<file path="config.mk">
export PLATFORM = sky130hd
export DESIGN_NAME = two_stage_host_watchdog
export DESIGN_NICKNAME = d
export VERILOG_FILES = /design/src/host_watchdog_pkg.sv /design/src/two_stage_host_watchdog.sv
export SDC_FILE = /design/constraint.sdc
export NUM_CORES = 1
export LEC_CHECK = 0
export ABC_AREA = 1
export ABC_CLOCK_PERIOD_IN_PS = 4600
export BUFFER_PORTS_ARGS = -buffer_cell sky130_fd_sc_hd__buf_2
export CORE_MARGIN = 2
export CORE_UTILIZATION = 25
export CTS_CLUSTER_SIZE = 12
export DETAILED_ROUTE_END_ITERATION = 6
export MAX_ROUTING_LAYER = met4
export SYNTH_ARGS = -nofsm -noshare
export SYNTH_HDL_FRONTEND = slang
export SYNTH_SLANG_ARGS = --single-unit
</file>
<file path="constraint.sdc">
create_clock -name clk_sys -period 4.6 [get_ports clk_sys]
set_input_delay 0.46 -clock clk_sys [delete_from_list [all_inputs] [get_ports clk_sys]]
set_output_delay 0.46 -clock clk_sys [all_outputs]
set_load 0.01 [all_outputs]
</file>
<file path="src/host_watchdog_pkg.sv">
// Package for the two-stage host watchdog: register map, fields, commands, timing.
// Assumes a 40 MHz system clock and an APB register port.
package host_watchdog_pkg;
	localparam int CLK_HZ = 40000000;
	localparam int FIRST_UNIT_MS = 100;
	localparam int SECOND_UNIT_MS = 1000;
	localparam int FIRST_TICK_CYCLES = CLK_HZ / 1000 * FIRST_UNIT_MS;
	localparam int SECOND_TICK_CYCLES = CLK_HZ / 1000 * SECOND_UNIT_MS;
	// Register byte offsets
	localparam logic [7:0] OFS_COMMAND = 8'h00;
	localparam logic [7:0] OFS_CONFIG = 8'h04;
	localparam logic [7:0] OFS_STATUS = 8'h08;
	localparam logic [7:0] OFS_COUNT = 8'h0c;
	localparam logic [7:0] OFS_HOSTPORT = 8'h10;
	// Command codes written to OFS_COMMAND
	localparam logic [7:0] CMD_CONFIGURE = 8'h01;
	localparam logic [7:0] CMD_HEARTBEAT = 8'h02;
	localparam logic [7:0] CMD_CLEAR_WARN = 8'h03;
	// Stop pattern: all-ones countdown with zero pre-timeout
	localparam logic [15:0] STOP_COUNT = 16'hffff;
	localparam logic [7:0] STOP_PRE = 8'h00;
	// Status bit positions
	localparam int ST_RUNNING = 0;
	localparam int ST_STAGE2 = 1;
	localparam int ST_WARN = 2;
	localparam int ST_FIRED = 3;
	localparam int ST_OBF = 4;
	localparam int ST_VEND1 = 5;
	localparam logic [7:0] WARN_BYTE = 8'h5a;
	localparam logic [31:0] ZERO_WORD = 32'h0000_0000;
endpackage

</file>
<file path="src/two_stage_host_watchdog.sv">
// Two-stage host watchdog with APB registers and a power-toggle output.
// Assumes a single clk_sys domain; APB master keeps the bus protocol.
// Overview of operation
// [RQ1] Final expiry toggles board power module
// [RQ2] Host re-arms watchdog itself after restart
// [RQ3] Buffer-full and vendor flags survive host reset
// [RQ4] Host reads data byte to clear stale flag
// [RQ5] Pre-timeout waits until warning dispatched
// [RQ6] Clear command drops interrupt, rewinds timer
// [RQ7] State query returns timers and state bits
// [RQ8] Configure loads reloads; ffff/00 stops watchdog
// [RQ9] Heartbeat starts or restarts countdown
// [RQ10] First stage: 16-bit count, 100 ms units
// [RQ11] Pre-timeout counted in seconds
// [RQ12] Zero pre-timeout resets directly on expiry
// [RQ13] First expiry warns host, starts second stage
// [RQ14] Counters decrement per unit tick
`timescale 1ns/1ps
module two_stage_host_watchdog
	import host_watchdog_pkg::*;
#(
	parameter int FIRST_TICK = FIRST_TICK_CYCLES,
	parameter int SECOND_TICK = SECOND_TICK_CYCLES,
	parameter int PULSE_CYCLES = 16
) (
	input wire logic clk_sys, // System clock
	input wire logic resetn, // Asynchronous reset, active low
	input wire logic psel, // APB select
	input wire logic penable, // APB enable
	input wire logic pwrite, // APB direction
	input wire logic [7:0] paddr, // APB byte address
	input wire logic [31:0] pwdata, // APB write data
	output logic [31:0] prdata, // APB read data
	output logic pready, // APB ready
	output logic pslverr, // APB error on unmapped address
	output logic warn_irq, // Watchdog warning to host, level
	output logic power_toggle // Power module toggle pulse
);
	typedef enum logic [1:0] {IDLE, STAGE1, WARN, STAGE2} wd_state_t;
	typedef struct packed {
		wd_state_t st;
		logic [15:0] rel1;
		logic [7:0] rel2;
		logic [15:0] cnt1;
		logic [7:0] cnt2;
		logic [31:0] tick;
		logic [7:0] pulse;
		logic pwr;
		logic fired;
		logic output_buffer_full_flag;
		logic vend1;
		logic irq;
		logic [31:0] rdata;
		logic ready;
		logic err;
	} wd_regs_t;
	wd_regs_t s_reg, s_next;

	logic acc, fin, wr, rd, hit;
	logic [7:0] cmd;
	logic tick_due;
	assign acc = psel && penable && !s_reg.ready;
	// Writes and the buffer drain land on the edge that completes the transfer
	assign fin = psel && penable && s_reg.ready;
	assign wr = fin && pwrite;
	assign rd = acc && !pwrite;
	assign cmd = pwdata[7:0];
	assign hit = paddr == OFS_COMMAND || paddr == OFS_CONFIG || paddr == OFS_STATUS ||
		paddr == OFS_COUNT || paddr == OFS_HOSTPORT;
	assign tick_due = (s_reg.st == STAGE2) ? (s_reg.tick >= 32'(SECOND_TICK - 1)) :
		(s_reg.tick >= 32'(FIRST_TICK - 1));

	function automatic logic [31:0] status_word(input wd_regs_t r);
		logic [31:0] w;
		w = ZERO_WORD;
		w[ST_RUNNING] = r.st != IDLE;
		w[ST_STAGE2] = r.st == STAGE2;
		w[ST_WARN] = r.irq;
		w[ST_FIRED] = r.fired;
		w[ST_OBF] = r.output_buffer_full_flag;
		w[ST_VEND1] = r.vend1;
		return w;
	endfunction

	always_comb begin
		s_next = s_reg;
		s_next.ready = acc;
		s_next.err = acc && !hit;
		if (s_reg.pulse != 8'h00) begin
			s_next.pulse = s_reg.pulse - 8'h01;
		end
		if (s_reg.st == IDLE || s_reg.st == WARN) begin
			s_next.tick = ZERO_WORD;
		end else if (tick_due) begin
			s_next.tick = ZERO_WORD;
		end else begin
			s_next.tick = s_reg.tick + 32'h1;
		end
		case (s_reg.st)
			IDLE: begin
			end
			STAGE1: begin
				if (tick_due) begin // RQ14
					if (s_reg.cnt1 <= 16'h0001) begin
						if (s_reg.rel2 == 8'h00) begin // RQ12
							s_next.st = IDLE;
							s_next.pulse = 8'(PULSE_CYCLES); // RQ1
							s_next.fired = 1'b1;
						end else begin
							s_next.st = WARN; // RQ13
							s_next.irq = 1'b1;
							s_next.output_buffer_full_flag = 1'b1;
							s_next.vend1 = 1'b1;
						end
						s_next.cnt1 = 16'h0000;
					end else begin
						s_next.cnt1 = s_reg.cnt1 - 16'h0001; // RQ10
					end
				end
			end
			WARN: begin
				// Warning counts as dispatched once the irq level is out
				if (warn_irq) begin // RQ5
					s_next.st = STAGE2;
					s_next.cnt2 = s_reg.rel2;
				end
			end
			STAGE2: begin
				if (tick_due) begin // RQ14
					if (s_reg.cnt2 <= 8'h01) begin // RQ11
						s_next.st = IDLE;
						s_next.cnt2 = 8'h00;
						s_next.pulse = 8'(PULSE_CYCLES); // RQ1
						s_next.fired = 1'b1;
						s_next.irq = 1'b0;
					end else begin
						s_next.cnt2 = s_reg.cnt2 - 8'h01;
					end
				end
			end
			default: s_next.st = IDLE;
		endcase
		// Software actions take priority over the countdown
		if (wr && paddr == OFS_CONFIG) begin
			s_next.rel1 = pwdata[23:8]; // RQ10
			s_next.rel2 = pwdata[7:0];
			if (pwdata[23:8] == STOP_COUNT && pwdata[7:0] == STOP_PRE) begin // RQ8
				s_next.st = IDLE;
				s_next.irq = 1'b0;
			end
		end
		if (wr && paddr == OFS_COMMAND) begin
			if (cmd == CMD_HEARTBEAT || cmd == CMD_CLEAR_WARN) begin // RQ9 RQ6
				if (!(s_reg.rel1 == STOP_COUNT && s_reg.rel2 == STOP_PRE)) begin
					s_next.st = STAGE1;
					s_next.cnt1 = s_reg.rel1;
					s_next.tick = ZERO_WORD;
				end
				s_next.irq = 1'b0; // RQ6
				s_next.fired = 1'b0;
			end
		end
		// Host data byte read is the only thing that drops the flags
		if (fin && !pwrite && paddr == OFS_HOSTPORT) begin // RQ3
			s_next.output_buffer_full_flag = 1'b0;
			s_next.vend1 = 1'b0;
		end
		if (rd) begin
			case (paddr)
				OFS_CONFIG: s_next.rdata = {8'h00, s_reg.rel1, s_reg.rel2};
				OFS_STATUS: s_next.rdata = status_word(s_reg); // RQ7
				OFS_COUNT: s_next.rdata = {8'h00, s_reg.cnt1, s_reg.cnt2}; // RQ7
				OFS_HOSTPORT: s_next.rdata = {24'h000000, WARN_BYTE};
				default: s_next.rdata = ZERO_WORD;
			endcase
		end else if (acc) begin
			s_next.rdata = ZERO_WORD;
		end
		s_next.pwr = s_next.pulse != 8'h00; // RQ1
	end

	always_ff @(posedge clk_sys or negedge resetn) begin
		if (!resetn) begin
			s_reg <= '{st: IDLE, rel1: STOP_COUNT, rel2: STOP_PRE, default: '0};
		end else begin
			s_reg <= s_next;
		end
	end

	assign prdata = s_reg.rdata;
	assign pready = s_reg.ready;
	assign pslverr = s_reg.err;
	assign warn_irq = s_reg.irq;
	assign power_toggle = s_reg.pwr;

	a_stage2_after_warn: assert property (@(posedge clk_sys) disable iff (!resetn)
		(s_reg.st == WARN) |=> (s_reg.st == STAGE2 || s_reg.st == IDLE ||
		s_reg.st == STAGE1)) else $error("warn state did not advance"); // RQ5
	a_stage2_needs_irq: assert property (@(posedge clk_sys) disable iff (!resetn)
		$rose(s_reg.st == STAGE2) |-> $past(warn_irq))
		else $error("second stage began before warning"); // RQ5
	a_fire_toggles: assert property (@(posedge clk_sys) disable iff (!resetn)
		$rose(s_reg.fired) |-> power_toggle) else $error("expiry without toggle"); // RQ1
	a_flags_hold: assert property (@(posedge clk_sys) disable iff (!resetn)
		$fell(s_reg.output_buffer_full_flag) |-> $past(fin && !pwrite && paddr == OFS_HOSTPORT))
		else $error("buffer flag cleared without data read"); // RQ3
	a_heartbeat_load: assert property (@(posedge clk_sys) disable iff (!resetn)
		(wr && paddr == OFS_COMMAND && cmd == CMD_HEARTBEAT && s_reg.rel1 != STOP_COUNT)
		|=> (s_reg.st == STAGE1 && s_reg.cnt1 == $past(s_reg.rel1)))
		else $error("heartbeat did not load count"); // RQ9
	a_clear_irq: assert property (@(posedge clk_sys) disable iff (!resetn)
		(wr && paddr == OFS_COMMAND && cmd == CMD_CLEAR_WARN) |=> !warn_irq)
		else $error("clear command left irq"); // RQ6
	a_stop_pattern: assert property (@(posedge clk_sys) disable iff (!resetn)
		(wr && paddr == OFS_CONFIG && pwdata[23:0] == {STOP_COUNT, STOP_PRE})
		|=> s_reg.st == IDLE) else $error("stop pattern ignored"); // RQ8
	a_direct_reset: assert property (@(posedge clk_sys) disable iff (!resetn)
		(s_reg.st == STAGE1 && tick_due && s_reg.cnt1 <= 16'h0001 && s_reg.rel2 == 8'h00 &&
		!wr) |=> (power_toggle && !warn_irq)) else $error("direct reset missed"); // RQ12
	a_tick_only: assert property (@(posedge clk_sys) disable iff (!resetn)
		(s_reg.st == STAGE1 && !tick_due && !wr) |=> $stable(s_reg.cnt1))
		else $error("count moved without tick"); // RQ14
	a_warn_sets: assert property (@(posedge clk_sys) disable iff (!resetn)
		$rose(s_reg.st == WARN) |-> (warn_irq && s_reg.output_buffer_full_flag))
		else $error("warning not raised"); // RQ13
	a_query: assert property (@(posedge clk_sys) disable iff (!resetn)
		(rd && paddr == OFS_COUNT) |=> prdata[23:8] == $past(s_reg.cnt1))
		else $error("query value wrong"); // RQ7

	// Bus answer timing: one wait state, answer stands one cycle
	a_ready_pulse: assert property (@(posedge clk_sys) disable iff (!resetn)
		pready |=> !pready) else $error("ready stood too long");

	a_ready_answer: assert property (@(posedge clk_sys) disable iff (!resetn)
		acc |=> pready) else $error("access not answered");

	a_err_unmapped: assert property (@(posedge clk_sys) disable iff (!resetn)
		(acc && !hit) |=> pslverr) else $error("unmapped access not flagged");

	a_err_mapped: assert property (@(posedge clk_sys) disable iff (!resetn)
		(acc && hit) |=> !pslverr) else $error("mapped access flagged");

	a_write_reads_zero: assert property (@(posedge clk_sys) disable iff (!resetn)
		(acc && pwrite) |=> prdata == ZERO_WORD) else $error("write returned data");

	// Countdown and reset path
	a_heartbeat_clears: assert property (@(posedge clk_sys) disable iff (!resetn) // RQ9
		(wr && paddr == OFS_COMMAND && cmd == CMD_HEARTBEAT) |=> !warn_irq)
		else $error("heartbeat left irq");

	a_stage2_reload: assert property (@(posedge clk_sys) disable iff (!resetn) // RQ11
		$rose(s_reg.st == STAGE2) |-> s_reg.cnt2 == $past(s_reg.rel2))
		else $error("second stage not loaded");

	a_idle_tick: assert property (@(posedge clk_sys) disable iff (!resetn) // RQ14
		(s_reg.st == IDLE) |=> s_reg.tick == ZERO_WORD) else $error("idle tick ran");

	a_stop_holds: assert property (@(posedge clk_sys) disable iff (!resetn) // RQ8
		(s_reg.st == IDLE && s_reg.rel1 == STOP_COUNT && s_reg.rel2 == STOP_PRE && !wr)
		|=> s_reg.st == IDLE) else $error("stopped watchdog started");

	a_config_load: assert property (@(posedge clk_sys) disable iff (!resetn) // RQ10
		(wr && paddr == OFS_CONFIG) |=> {s_reg.rel1, s_reg.rel2} == $past(pwdata[23:0]))
		else $error("config not loaded");

	a_toggle_follows: assert property (@(posedge clk_sys) disable iff (!resetn) // RQ1
		(s_reg.pulse != 8'h00) |-> power_toggle) else $error("toggle pulse missing");

	a_irq_from_stage1: assert property (@(posedge clk_sys) disable iff (!resetn) // RQ13
		$rose(warn_irq) |-> $past(s_reg.st == STAGE1)) else $error("irq outside expiry");

	// Flags that outlive the host and the query path
	a_vend_hold: assert property (@(posedge clk_sys) disable iff (!resetn) // RQ3
		$fell(s_reg.vend1) |-> $past(fin && !pwrite && paddr == OFS_HOSTPORT))
		else $error("vendor flag cleared without data read");

	a_warn_vend: assert property (@(posedge clk_sys) disable iff (!resetn) // RQ13
		$rose(warn_irq) |-> s_reg.vend1) else $error("vendor flag not set on warning");

	a_status_fired: assert property (@(posedge clk_sys) disable iff (!resetn) // RQ7
		(rd && paddr == OFS_STATUS) |=> prdata[ST_FIRED] == $past(s_reg.fired))
		else $error("status fired bit wrong");

	a_status_running: assert property (@(posedge clk_sys) disable iff (!resetn) // RQ7
		(rd && paddr == OFS_STATUS) |=> prdata[ST_RUNNING] == $past(s_reg.st != IDLE))
		else $error("status running bit wrong");

	a_count_low: assert property (@(posedge clk_sys) disable iff (!resetn) // RQ7
		(rd && paddr == OFS_COUNT) |=> prdata[7:0] == $past(s_reg.cnt2))
		else $error("second count query wrong");

	c_drain: cover property (@(posedge clk_sys) $fell(s_reg.output_buffer_full_flag));
	c_unmapped: cover property (@(posedge clk_sys) pslverr);
	c_warn: cover property (@(posedge clk_sys) $rose(s_reg.st == STAGE2));
	c_fire: cover property (@(posedge clk_sys) $rose(power_toggle));
	c_rewind: cover property (@(posedge clk_sys) warn_irq ##1 !warn_irq);
endmodule

</file>
==> report_table.html, run 1 <==
<table>
<tr><th>Metric</th><th>Value</th></tr>
<tr><th colspan="2">Yosys</th></tr>
<tr><td>Proportion of synthesized chip area in sequential cells</td><td>42.9%</td></tr>
<tr><td>Post-synthesis share of cell area spent on xor and xnor gates</td><td>3.23%</td></tr>
<tr><td>Main flop type after synthesis</td><td>sky130_fd_sc_hd__dfrtp_1</td></tr>
<tr><td>Async S/R FF share, synth</td><td>100%</td></tr>
<tr><td>Number of instances in the synthesized netlist</td><td>892</td></tr>
<tr><td>Number of flops mapped to enable cells by yosys</td><td>0</td></tr>
<tr><td>Mapped Avg Cell Area</td><td>7.90 sq um</td></tr>
<tr><td>Count of synthesis-stage warnings from yosys</td><td>0</td></tr>
<tr><td>Arithmetic-cell share of the synthesized area counting full adders, half adders and majority gates</td><td>1.24%</td></tr>
<tr><td>Post-synthesis mux area share</td><td>0%</td></tr>
<tr><td>Flip-flop and latch count after synthesis</td><td>120</td></tr>
<tr><td>Netlist cell types</td><td>56</td></tr>
<tr><td>Simple-gate share of the synthesized area</td><td>27.3%</td></tr>
<tr><td>Compound-Gate Fraction of Synth Area</td><td>13.6%</td></tr>
<tr><td>Combinational family with the most area after synthesis</td><td>simple AND/OR/NAND/NOR gates</td></tr>
<tr><td>Mapped cell area</td><td>7050 sq um</td></tr>
<tr><th colspan="2">Routing</th></tr>
<tr><td>Vias/cell</td><td>4.57</td></tr>
<tr><td>Final antenna-violating net count</td><td>0</td></tr>
<tr><td>Number of violations reported at the end of detailed-routing iteration 0</td><td>337</td></tr>
<tr><td>Drt first pass iters</td><td>5</td></tr>
<tr><td>Total number of vias</td><td>6,067</td></tr>
<tr><td>Wire length per cell</td><td>13.7 um</td></tr>
<tr><td>Detailed-route DRC error count</td><td>0</td></tr>
<tr><td>Detailed Route WL</td><td>18.1 mm</td></tr>
<tr><th colspan="2">Power and ir drop</th></tr>
<tr><td>LEAKAGE</td><td>3.85 nW</td></tr>
<tr><td>Max rail drop VDD</td><td>0.233 mV</td></tr>
<tr><td>Areal power density over the cells</td><td>334 nW/um^2</td></tr>
<tr><th colspan="2">Placed design</th></tr>
<tr><td>Dpl cell area</td><td>7550 sq um</td></tr>
<tr><td>Post-place setup slack</td><td>2030 ps</td></tr>
<tr><td>Gpl congestion</td><td>0.825</td></tr>
<tr><td>HPWL Detailed</td><td>13.1 mm</td></tr>
<tr><td>Number of port buffers</td><td>64</td></tr>
<tr><th colspan="2">Die</th></tr>
<tr><td>Cell Rows</td><td>61</td></tr>
<tr><td>Horizontal die dimension</td><td>172 um</td></tr>
<tr><td>Starting density of the core</td><td>25.4%</td></tr>
<tr><td>Die outline height</td><td>172 um</td></tr>
<tr><td>Top-level I/O count</td><td>81</td></tr>
<tr><td>Die ar.</td><td>29,500 sq um</td></tr>
<tr><td>Core ar.</td><td>27,800 sq um</td></tr>
<tr><th colspan="2">Critical path</th></tr>
<tr><td>R2R Setup Slk</td><td>2050 ps</td></tr>
<tr><td>Setup crit end kind</td><td>flop</td></tr>
<tr><td>Capture point of the worst reg-to-reg path</td><td>s_reg[94]</td></tr>
<tr><td>Worst-case reg-to-reg path depth</td><td>5</td></tr>
<tr><td>Launching element type of the critical path</td><td>flop</td></tr>
<tr><td>Top fanout value on the critical path</td><td>13</td></tr>
<tr><td>Startpoint-to-endpoint class of the critical path</td><td>reg2reg</td></tr>
<tr><td>Startpoint of the worst-slack reg-to-reg timing path</td><td>s_reg[127]</td></tr>
<tr><td>WP data arrival</td><td>2830 ps</td></tr>
<tr><td>WP data required</td><td>4880 ps</td></tr>
<tr><th colspan="2">Global route</th></tr>
<tr><td>Grt met1 use</td><td>18.1%</td></tr>
<tr><td>Busiest layer in global routing</td><td>met2</td></tr>
<tr><td>Aggregate global-route resource usage</td><td>13.1%</td></tr>
<tr><td>M2 GR Usage</td><td>19.7%</td></tr>
<tr><td>Total global routing overflow</td><td>0</td></tr>
<tr><td>Via count of the first global-routing pass</td><td>5,790</td></tr>
<tr><td>Wire length of the first global-routing pass</td><td>29.8 mm</td></tr>
<tr><td>Initial antenna violation count</td><td>0</td></tr>
<tr><td>Met3 track utilization from global routing</td><td>2.52%</td></tr>
<tr><td>Pin count of the biggest net entering global routing</td><td>57</td></tr>
<tr><th colspan="2">Cells and area</th></tr>
<tr><td>Max FFs per register</td><td>92</td></tr>
<tr><td>Layout Cell Area excl Fill</td><td>8120 sq um</td></tr>
<tr><td>Diode count</td><td>0</td></tr>
<tr><td>Area growth, synth to finish</td><td>15.2%</td></tr>
<tr><td>Post-layout nets</td><td>989</td></tr>
<tr><td>Fraction of final layout cells sized beyond drive strength 1</td><td>17.2%</td></tr>
<tr><td>Fillcell total</td><td>3,040</td></tr>
<tr><th colspan="2">Min path</th></tr>
<tr><td>Path type of the worst min-delay path</td><td>in2async</td></tr>
<tr><th colspan="2">Clock tree</th></tr>
<tr><td>Clock tree from TritonCTS</td><td>built</td></tr>
<tr><td>Root buffer cell</td><td>sky130_fd_sc_hd__clkbuf_16</td></tr>
<tr><td>Total number of clock tree sinks</td><td>120</td></tr>
<tr><td>Worst-skew pair later-pin latency</td><td>410 ps</td></tr>
<tr><td>Resized cells post-CTS</td><td>0</td></tr>
<tr><td>Count of hold buffers inserted by post-cts repair</td><td>0</td></tr>
<tr><td>Clk slew on worst S/H paths</td><td>60 ps</td></tr>
<tr><td>Longest Clk Path Bufs</td><td>2</td></tr>
<tr><td>Number of buffers inserted during clock tree synthesis</td><td>17</td></tr>
<tr><td>Buffers inserted by post-CTS timing repair</td><td>0</td></tr>
<tr><td>Level count of the clock H-tree</td><td>4</td></tr>
<tr><th colspan="2">STA</th></tr>
<tr><td>Minimum setup slack in the final design</td><td>2050 ps</td></tr>
<tr><td>Post-route worst hold slack</td><td>96.6 ps</td></tr>
<tr><td>Unrepaired setup endpoints after global routing</td><td>false</td></tr>
<tr><td>Max-slew violations</td><td>0</td></tr>
<tr><td>Clk_skew</td><td>8.09 ps</td></tr>
<tr><td>Worst Tran Pin Value</td><td>983 ps</td></tr>
<tr><td>Setup-failing EPs final</td><td>0</td></tr>
<tr><td>Slew Limit Headroom</td><td>34.3%</td></tr>
<tr><td>Maximum clock frequency</td><td>0.393 GHz</td></tr>
<tr><td>Summed negative setup slack over all endpoints</td><td>0 ps</td></tr>
<tr><td>Fraction of the cycle the final worst path needs</td><td>55.4%</td></tr>
<tr><td>Hold violation count in the final report</td><td>0</td></tr>
<tr><td>Final critical-path required period</td><td>2550 ps</td></tr>
<tr><th colspan="2">Status</th></tr>
<tr><td>Outcome</td><td>complete, no violations</td></tr>
<tr><th colspan="2">Run</th></tr>
<tr><td>Max-capacitance violation count</td><td>0</td></tr>
</table>
[worst max-delay path, cell delays in order (launching register included)]
cell and delay, ps:
sky130_fd_sc_hd__dfrtp_1 560, sky130_fd_sc_hd__inv_1 140, sky130_fd_sc_hd__nor2_1 770, sky130_fd_sc_hd__inv_1 550, sky130_fd_sc_hd__a21oi_1 290, sky130_fd_sc_hd__a22oi_1 110
[worst max-delay path by stage]
stage / startpoint / endpoint / cells past startpoint
2_1_floorplan: paddr[1] / s_reg[96] / 11
3_3_place_gp: paddr[6] / prdata[5] / 10
3_5_place_dp: paddr[6] / prdata[5] / 10
4_1_cts: s_reg[120] / s_reg[62] / 8
5_1_grt: s_reg[127] / s_reg[96] / 5
6_report: s_reg[127] / s_reg[94] / 5
[metal layers]
| metal | vias to the layer above | wire length (um) |
|---|---|---|
| met2 | 178 | 8170 |
| met3 | 15 | 898 |
| met5 | - | 0 |
| met1 | 2878 | 8890 |
| met4 | 0 | 175 |
| li1 | 2996 | - |
[Yosys cell counts, drive strengths merged (2+ instances only)]
| cell type | instances | area share [%] |
|---|---|---|
| nand2 | 145 | 8.5 |
| nor2 | 143 | 8.3 |
| inv | 115 | 6.2 |
| dfrtp | 104 | 37 |
| a21oi | 61 | 4.4 |
| nand3 | 48 | 3.9 |
| buf | 44 | 4.7 |
| o21ai | 41 | 2.9 |
| nor3 | 29 | 2.6 |
| o22ai | 26 | 2.3 |
| nand4 | 23 | 2.1 |
| xor2 | 22 | 2.7 |
| a22o | 17 | 2.1 |
| dfstp | 16 | 6.0 |
| clkbuf | 11 | 0.59 |
| ha | 7 | 1.2 |
| nor4 | 7 | 0.92 |
| a221oi | 5 | 0.62 |
| nor3b | 4 | 0.43 |
| xnor2 | 4 | 0.50 |
| a22oi | 3 | 0.39 |
| or2 | 3 | 0.30 |
| a31o | 2 | 0.25 |
| a31oi | 2 | 0.18 |
| and3 | 2 | 0.18 |
| clkinv | 2 | 0.12 |
[power breakdown]
group | total, mW | switching (mW) | internal (mW)
combinational | 0.291 | 0.185 | 0.106
clock | 1.29 | 0.532 | 0.754
sequential | 1.13 | 0.0332 | 1.10
[stage by stage]
step	power, mW	util (%)	cells
floorplan	1.35	-	905
global placement	1.43	27.2	1296
detailed placement	1.44	27.2	1296
CTS	2.74	29.2	1328
global route	2.84	29.2	1328
finish	2.71	29.2	1328
[cells in the final DEF, fill, tap and decap left out, types with 3 or more instances in the layout]
cell type,Yosys,final
sky130_fd_sc_hd__nor2_1,135,135
sky130_fd_sc_hd__nand2_1,134,134
sky130_fd_sc_hd__inv_1,107,107
sky130_fd_sc_hd__dfrtp_1,104,104
sky130_fd_sc_hd__buf_2,8,63
sky130_fd_sc_hd__a21oi_1,59,59
sky130_fd_sc_hd__nand3_1,43,43
sky130_fd_sc_hd__o21ai_0,35,35
sky130_fd_sc_hd__o22ai_1,26,26
sky130_fd_sc_hd__nor3_1,25,25
sky130_fd_sc_hd__nand4_1,22,22
sky130_fd_sc_hd__xor2_1,22,22
sky130_fd_sc_hd__a22o_1,17,17
sky130_fd_sc_hd__clkbuf_16,0,17
sky130_fd_sc_hd__dfstp_2,16,16
sky130_fd_sc_hd__conb_1,1,14
sky130_fd_sc_hd__nand2_2,7,7
sky130_fd_sc_hd__inv_6,1,7
sky130_fd_sc_hd__ha_1,7,7
sky130_fd_sc_hd__inv_2,6,6
sky130_fd_sc_hd__o21ai_1,6,6
sky130_fd_sc_hd__nor2_4,5,5
sky130_fd_sc_hd__nor4_1,5,5
sky130_fd_sc_hd__a221oi_1,5,5
sky130_fd_sc_hd__buf_4,32,5
sky130_fd_sc_hd__nand3_2,4,4
sky130_fd_sc_hd__nor3b_1,4,4
sky130_fd_sc_hd__xnor2_1,4,4
sky130_fd_sc_hd__clkinvlp_4,0,4
sky130_fd_sc_hd__nand2_4,3,3
sky130_fd_sc_hd__nor2_2,3,3
sky130_fd_sc_hd__nor3_4,3,3
sky130_fd_sc_hd__clkinv_4,0,3
[cell families (layout without fill, tap and decap cells)]
family | after synthesis | in the layout
buffers and inverters | 172 | 217
xor gates and xnor gates | 26 | 26
adders and majority gates | 7 | 7
DFF | 120 | 120
other | 1 | 14
AOI/OAI and AO/OA | 161 | 161
and+or+nand+nor | 405 | 405
[layout make-up]
type                       count  area (sq um)  share of cell area (%)
sequential                   120          3020                    37.2
multi-input combinational    613          3250                    40.1
timing repair buffer          68           353                    4.35
inverter                     117           448                    5.52
clock inverter                15           144                    1.77
tap                          378           473                    5.83
clock buffer                  17           425                    5.24
Note: power is estimated with default switching activity, not from simulation.
==> inputs of run 2 (changes only) <==
Settings changed: ABC_CLOCK_PERIOD_IN_PS 4600 to 2500.
Clock period 4.6 ns to 2.5 ns, I/O delays scaled along.
==> run 2 against run 1 <==
- utilization is 0.74 points higher
- sequential cell count stayed put
- combinational power is 89% higher
- sequential share of layout area is 0.92 points lower
- worst hold slack worse by 37 ps
- via count is 0.92% higher
- fmax is 13% higher
- sequential power is 85% higher
- first-iteration DRC count is 57% higher
- critical endpoint is now s_reg[37]
- largest cell class unchanged
==> report_table.html, run 2 (synthesized netlist as in run 1, its figures left out) <==
<table>
<tr><th>Metric</th><th>Value</th></tr>
<tr><th colspan="2">STA</th></tr>
<tr><td>Final critical-path required period</td><td>2240 ps (-303 ps)</td></tr>
<tr><td>Maximum clock frequency</td><td>0.446 GHz (+13%)</td></tr>
<tr><td>Setup-failing EPs final</td><td>0 (unchanged)</td></tr>
<tr><td>Summed negative setup slack over all endpoints</td><td>0 ps (unchanged)</td></tr>
<tr><td>Worst Tran Pin Value</td><td>752 ps (-230 ps)</td></tr>
<tr><td>Unrepaired setup endpoints after global routing</td><td>false</td></tr>
<tr><td>Post-route worst hold slack</td><td>59.3 ps (-37.3 ps)</td></tr>
<tr><td>Max-slew violations</td><td>0 (unchanged)</td></tr>
<tr><td>Fraction of the cycle the final worst path needs</td><td>89.8% (+34 points)</td></tr>
<tr><td>Slew Limit Headroom</td><td>49.8% (+16 points)</td></tr>
<tr><td>Clk_skew</td><td>12.2 ps (+4.15 ps)</td></tr>
<tr><td>Hold violation count in the final report</td><td>0 (unchanged)</td></tr>
<tr><th colspan="2">Clock tree</th></tr>
<tr><td>Root buffer cell</td><td>sky130_fd_sc_hd__clkbuf_16</td></tr>
<tr><td>Number of buffers inserted during clock tree synthesis</td><td>17 (unchanged)</td></tr>
<tr><td>Worst-skew pair later-pin latency</td><td>420 ps (about the same)</td></tr>
<tr><td>Clock tree from TritonCTS</td><td>built</td></tr>
<tr><td>Longest Clk Path Bufs</td><td>2 (unchanged)</td></tr>
<tr><td>Level count of the clock H-tree</td><td>4 (unchanged)</td></tr>
<tr><td>Total number of clock tree sinks</td><td>120 (unchanged)</td></tr>
<tr><td>Clk slew on worst S/H paths</td><td>60 ps (about the same)</td></tr>
<tr><td>Buffers inserted by post-CTS timing repair</td><td>0 (unchanged)</td></tr>
<tr><th colspan="2">Placed design</th></tr>
<tr><td>Gpl congestion</td><td>0.859 (+4.1%)</td></tr>
<tr><td>Number of port buffers</td><td>64 (unchanged)</td></tr>
<tr><td>Number of placed cells counting well taps</td><td>1,310 (+1.1%)</td></tr>
<tr><td>HPWL Detailed</td><td>13.5 mm (+2.4%)</td></tr>
<tr><th colspan="2">Cells and area</th></tr>
<tr><td>Most common library cell in the layout ignoring fill and taps</td><td>sky130_fd_sc_hd__nor2_1</td></tr>
<tr><td>Final Non-Filler Cells</td><td>1,343 (+1.1%)</td></tr>
<tr><td>Highest-count cells in the layout ignoring fill and taps</td><td>sky130_fd_sc_hd__nor2_1, sky130_fd_sc_hd__nand2_1, sky130_fd_sc_hd__inv_1</td></tr>
<tr><td>Post-layout nets</td><td>1,004 (+1.5%)</td></tr>
<tr><td>Fraction of final layout cells sized beyond drive strength 1</td><td>18.1% (+0.98 points)</td></tr>
<tr><td>Area growth, synth to finish</td><td>18.2%</td></tr>
<tr><td>Diode count</td><td>0 (unchanged)</td></tr>
<tr><td>Max FFs per register</td><td>92 (unchanged)</td></tr>
<tr><th colspan="2">Die</th></tr>
<tr><td>Die ar.</td><td>29,500 sq um (unchanged)</td></tr>
<tr><td>Die outline height</td><td>172 um (unchanged)</td></tr>
<tr><td>Core ar.</td><td>27,800 sq um (unchanged)</td></tr>
<tr><td>Top-level I/O count</td><td>81 (unchanged)</td></tr>
<tr><td>Horizontal die dimension</td><td>172 um (unchanged)</td></tr>
<tr><td>Starting density of the core</td><td>25.4% (unchanged)</td></tr>
<tr><td>Cell Rows</td><td>61 (unchanged)</td></tr>
<tr><th colspan="2">Critical path</th></tr>
<tr><td>WP data required</td><td>2840 ps (-2040 ps)</td></tr>
<tr><td>Worst-case reg-to-reg path depth</td><td>12 (+7)</td></tr>
<tr><td>Launching element type of the critical path</td><td>flop</td></tr>
<tr><td>Startpoint-to-endpoint class of the critical path</td><td>reg2reg</td></tr>
<tr><td>WP data arrival</td><td>2590 ps (-240 ps)</td></tr>
<tr><td>Setup crit end kind</td><td>flop</td></tr>
<tr><td>Top fanout value on the critical path</td><td>7 (-6)</td></tr>
<tr><th colspan="2">Min path</th></tr>
<tr><td>Hold Crit Depth</td><td>3</td></tr>
<tr><td>Path type of the worst min-delay path</td><td>in2reg</td></tr>
<tr><th colspan="2">Global route</th></tr>
<tr><td>Via count of the first global-routing pass</td><td>5,938 (+2.6%)</td></tr>
<tr><td>Pin count of the biggest net entering global routing</td><td>49 (-14%)</td></tr>
<tr><td>Total global routing overflow</td><td>0 (unchanged)</td></tr>
<tr><td>Initial antenna violation count</td><td>0 (unchanged)</td></tr>
<tr><td>Wire length of the first global-routing pass</td><td>30.6 mm (+2.7%)</td></tr>
<tr><td>Aggregate global-route resource usage</td><td>13.5% (+0.34 points)</td></tr>
<tr><th colspan="2">Routing</th></tr>
<tr><td>Vias/cell</td><td>4.56 (-0.20%)</td></tr>
<tr><td>Drt first pass iters</td><td>5 (unchanged)</td></tr>
<tr><td>Wire length per cell</td><td>13.7 um (+0.25%)</td></tr>
<tr><td>Detailed-route DRC error count</td><td>0 (unchanged)</td></tr>
<tr><td>Final antenna-violating net count</td><td>0 (unchanged)</td></tr>
<tr><td>Detailed Route WL</td><td>18.4 mm (+1.4%)</td></tr>
<tr><td>Number of violations reported at the end of detailed-routing iteration 0</td><td>530 (+57%)</td></tr>
<tr><td>Total number of vias</td><td>6,123 (+0.92%)</td></tr>
<tr><th colspan="2">Power and ir drop</th></tr>
<tr><td>LEAKAGE</td><td>3.97 nW (+3.1%)</td></tr>
<tr><td>Max rail drop VDD</td><td>0.351 mV (+51%)</td></tr>
<tr><td>Areal power density over the cells</td><td>633 nW/um^2 (+90%)</td></tr>
<tr><th colspan="2">Run</th></tr>
<tr><td>Max-capacitance violation count</td><td>0 (unchanged)</td></tr>
<tr><th colspan="2">Status</th></tr>
<tr><td>Outcome</td><td>complete, no violations</td></tr>
</table>
[run 2: changes by cell type in the layout (fill, tap and decap cells not counted), sizes merged]
cell / previous run / this run
buf: 68 / 82
inv: 121 / 115
clkbuf: 17 / 21
bufinv: 1 / 4
clkinvlp: 4 / 1
clkinv: 6 / 8
dlygate4sd3: 0 / 1
[run 2: through the flow]
step	setup WS [ps]	total power [mW]	utilization (%)	instance area, sq um
after global placement	329	2.66	27.7	7690
after detailed placement	276	2.67	27.7	7690
after CTS	213	5.32	30.0	8330
after floorplan	700	2.48	-	7090
after global routing	42.7	5.51	30.0	8330
final	256	5.27	30.0	8330
[run 2: report_power, final]
part / total, mW / switching, mW / internal (mW) / leakage (nW)
Combinational: 0.550 / 0.339 / 0.211 / 2.20
Sequential: 2.09 / 0.0616 / 2.02 / 1.47
Clock: 2.63 / 0.936 / 1.70 / 0.301
[run 2: path summary, 6_finish.rpt]
check / startpoint / endpoint / slack [ps]
worst min-delay path: psel / pready / 60
min in group asynchronous: resetn / s_reg[96] / 350
worst min register to register: pready / pready / 470
worst max-delay path: s_reg[87] / s_reg[37] / 260
max in group asynchronous: resetn / s_reg[42] / 1480
worst max register to register: s_reg[87] / s_reg[37] / 260
[run 2: timing repair]
item                                    4_1_cts  5_1_grt
endpoints found under the setup margin        0        1
hold endpoints to repair                     32        0
resized for setup                             0        1
hold buffers                                  1        0
[run 2: worst max-delay path: stages (launching register included)]
cell                      delay (ps)
sky130_fd_sc_hd__dfrtp_1         390
sky130_fd_sc_hd__inv_1           140
sky130_fd_sc_hd__ha_1            290
sky130_fd_sc_hd__nand2_1         150
sky130_fd_sc_hd__nor2_1          250
sky130_fd_sc_hd__o21ai_0         120
sky130_fd_sc_hd__nor2_1          100
sky130_fd_sc_hd__nand3_1          90
sky130_fd_sc_hd__nand2_1          70
sky130_fd_sc_hd__nand3_1         190
sky130_fd_sc_hd__inv_2           210
sky130_fd_sc_hd__nor2_1           70
sky130_fd_sc_hd__nor2_1          100
[run 2: metal layers]
| layer | up-vias | part of all wire, % | track usage (%) |
|---|---|---|---|
| li1 | 3022 | - | - |
| met1 | 2911 | 49 | 18.6 |
| met2 | 172 | 45 | 20.0 |
| met3 | 18 | 4.9 | 2.77 |
| met4 | 0 | 1.6 | 3.73 |
| met5 | - | 0 | - |
[run 2: area by class of cell]
cell class                 count  area [sq um]
clock inverter                11           173
multi-input combinational    613          3250
fill                        3011         19500
sequential                   120          3020
timing repair buffer          83           505
clock buffer                  21           450
tap                          378           473
inverter                     117           448
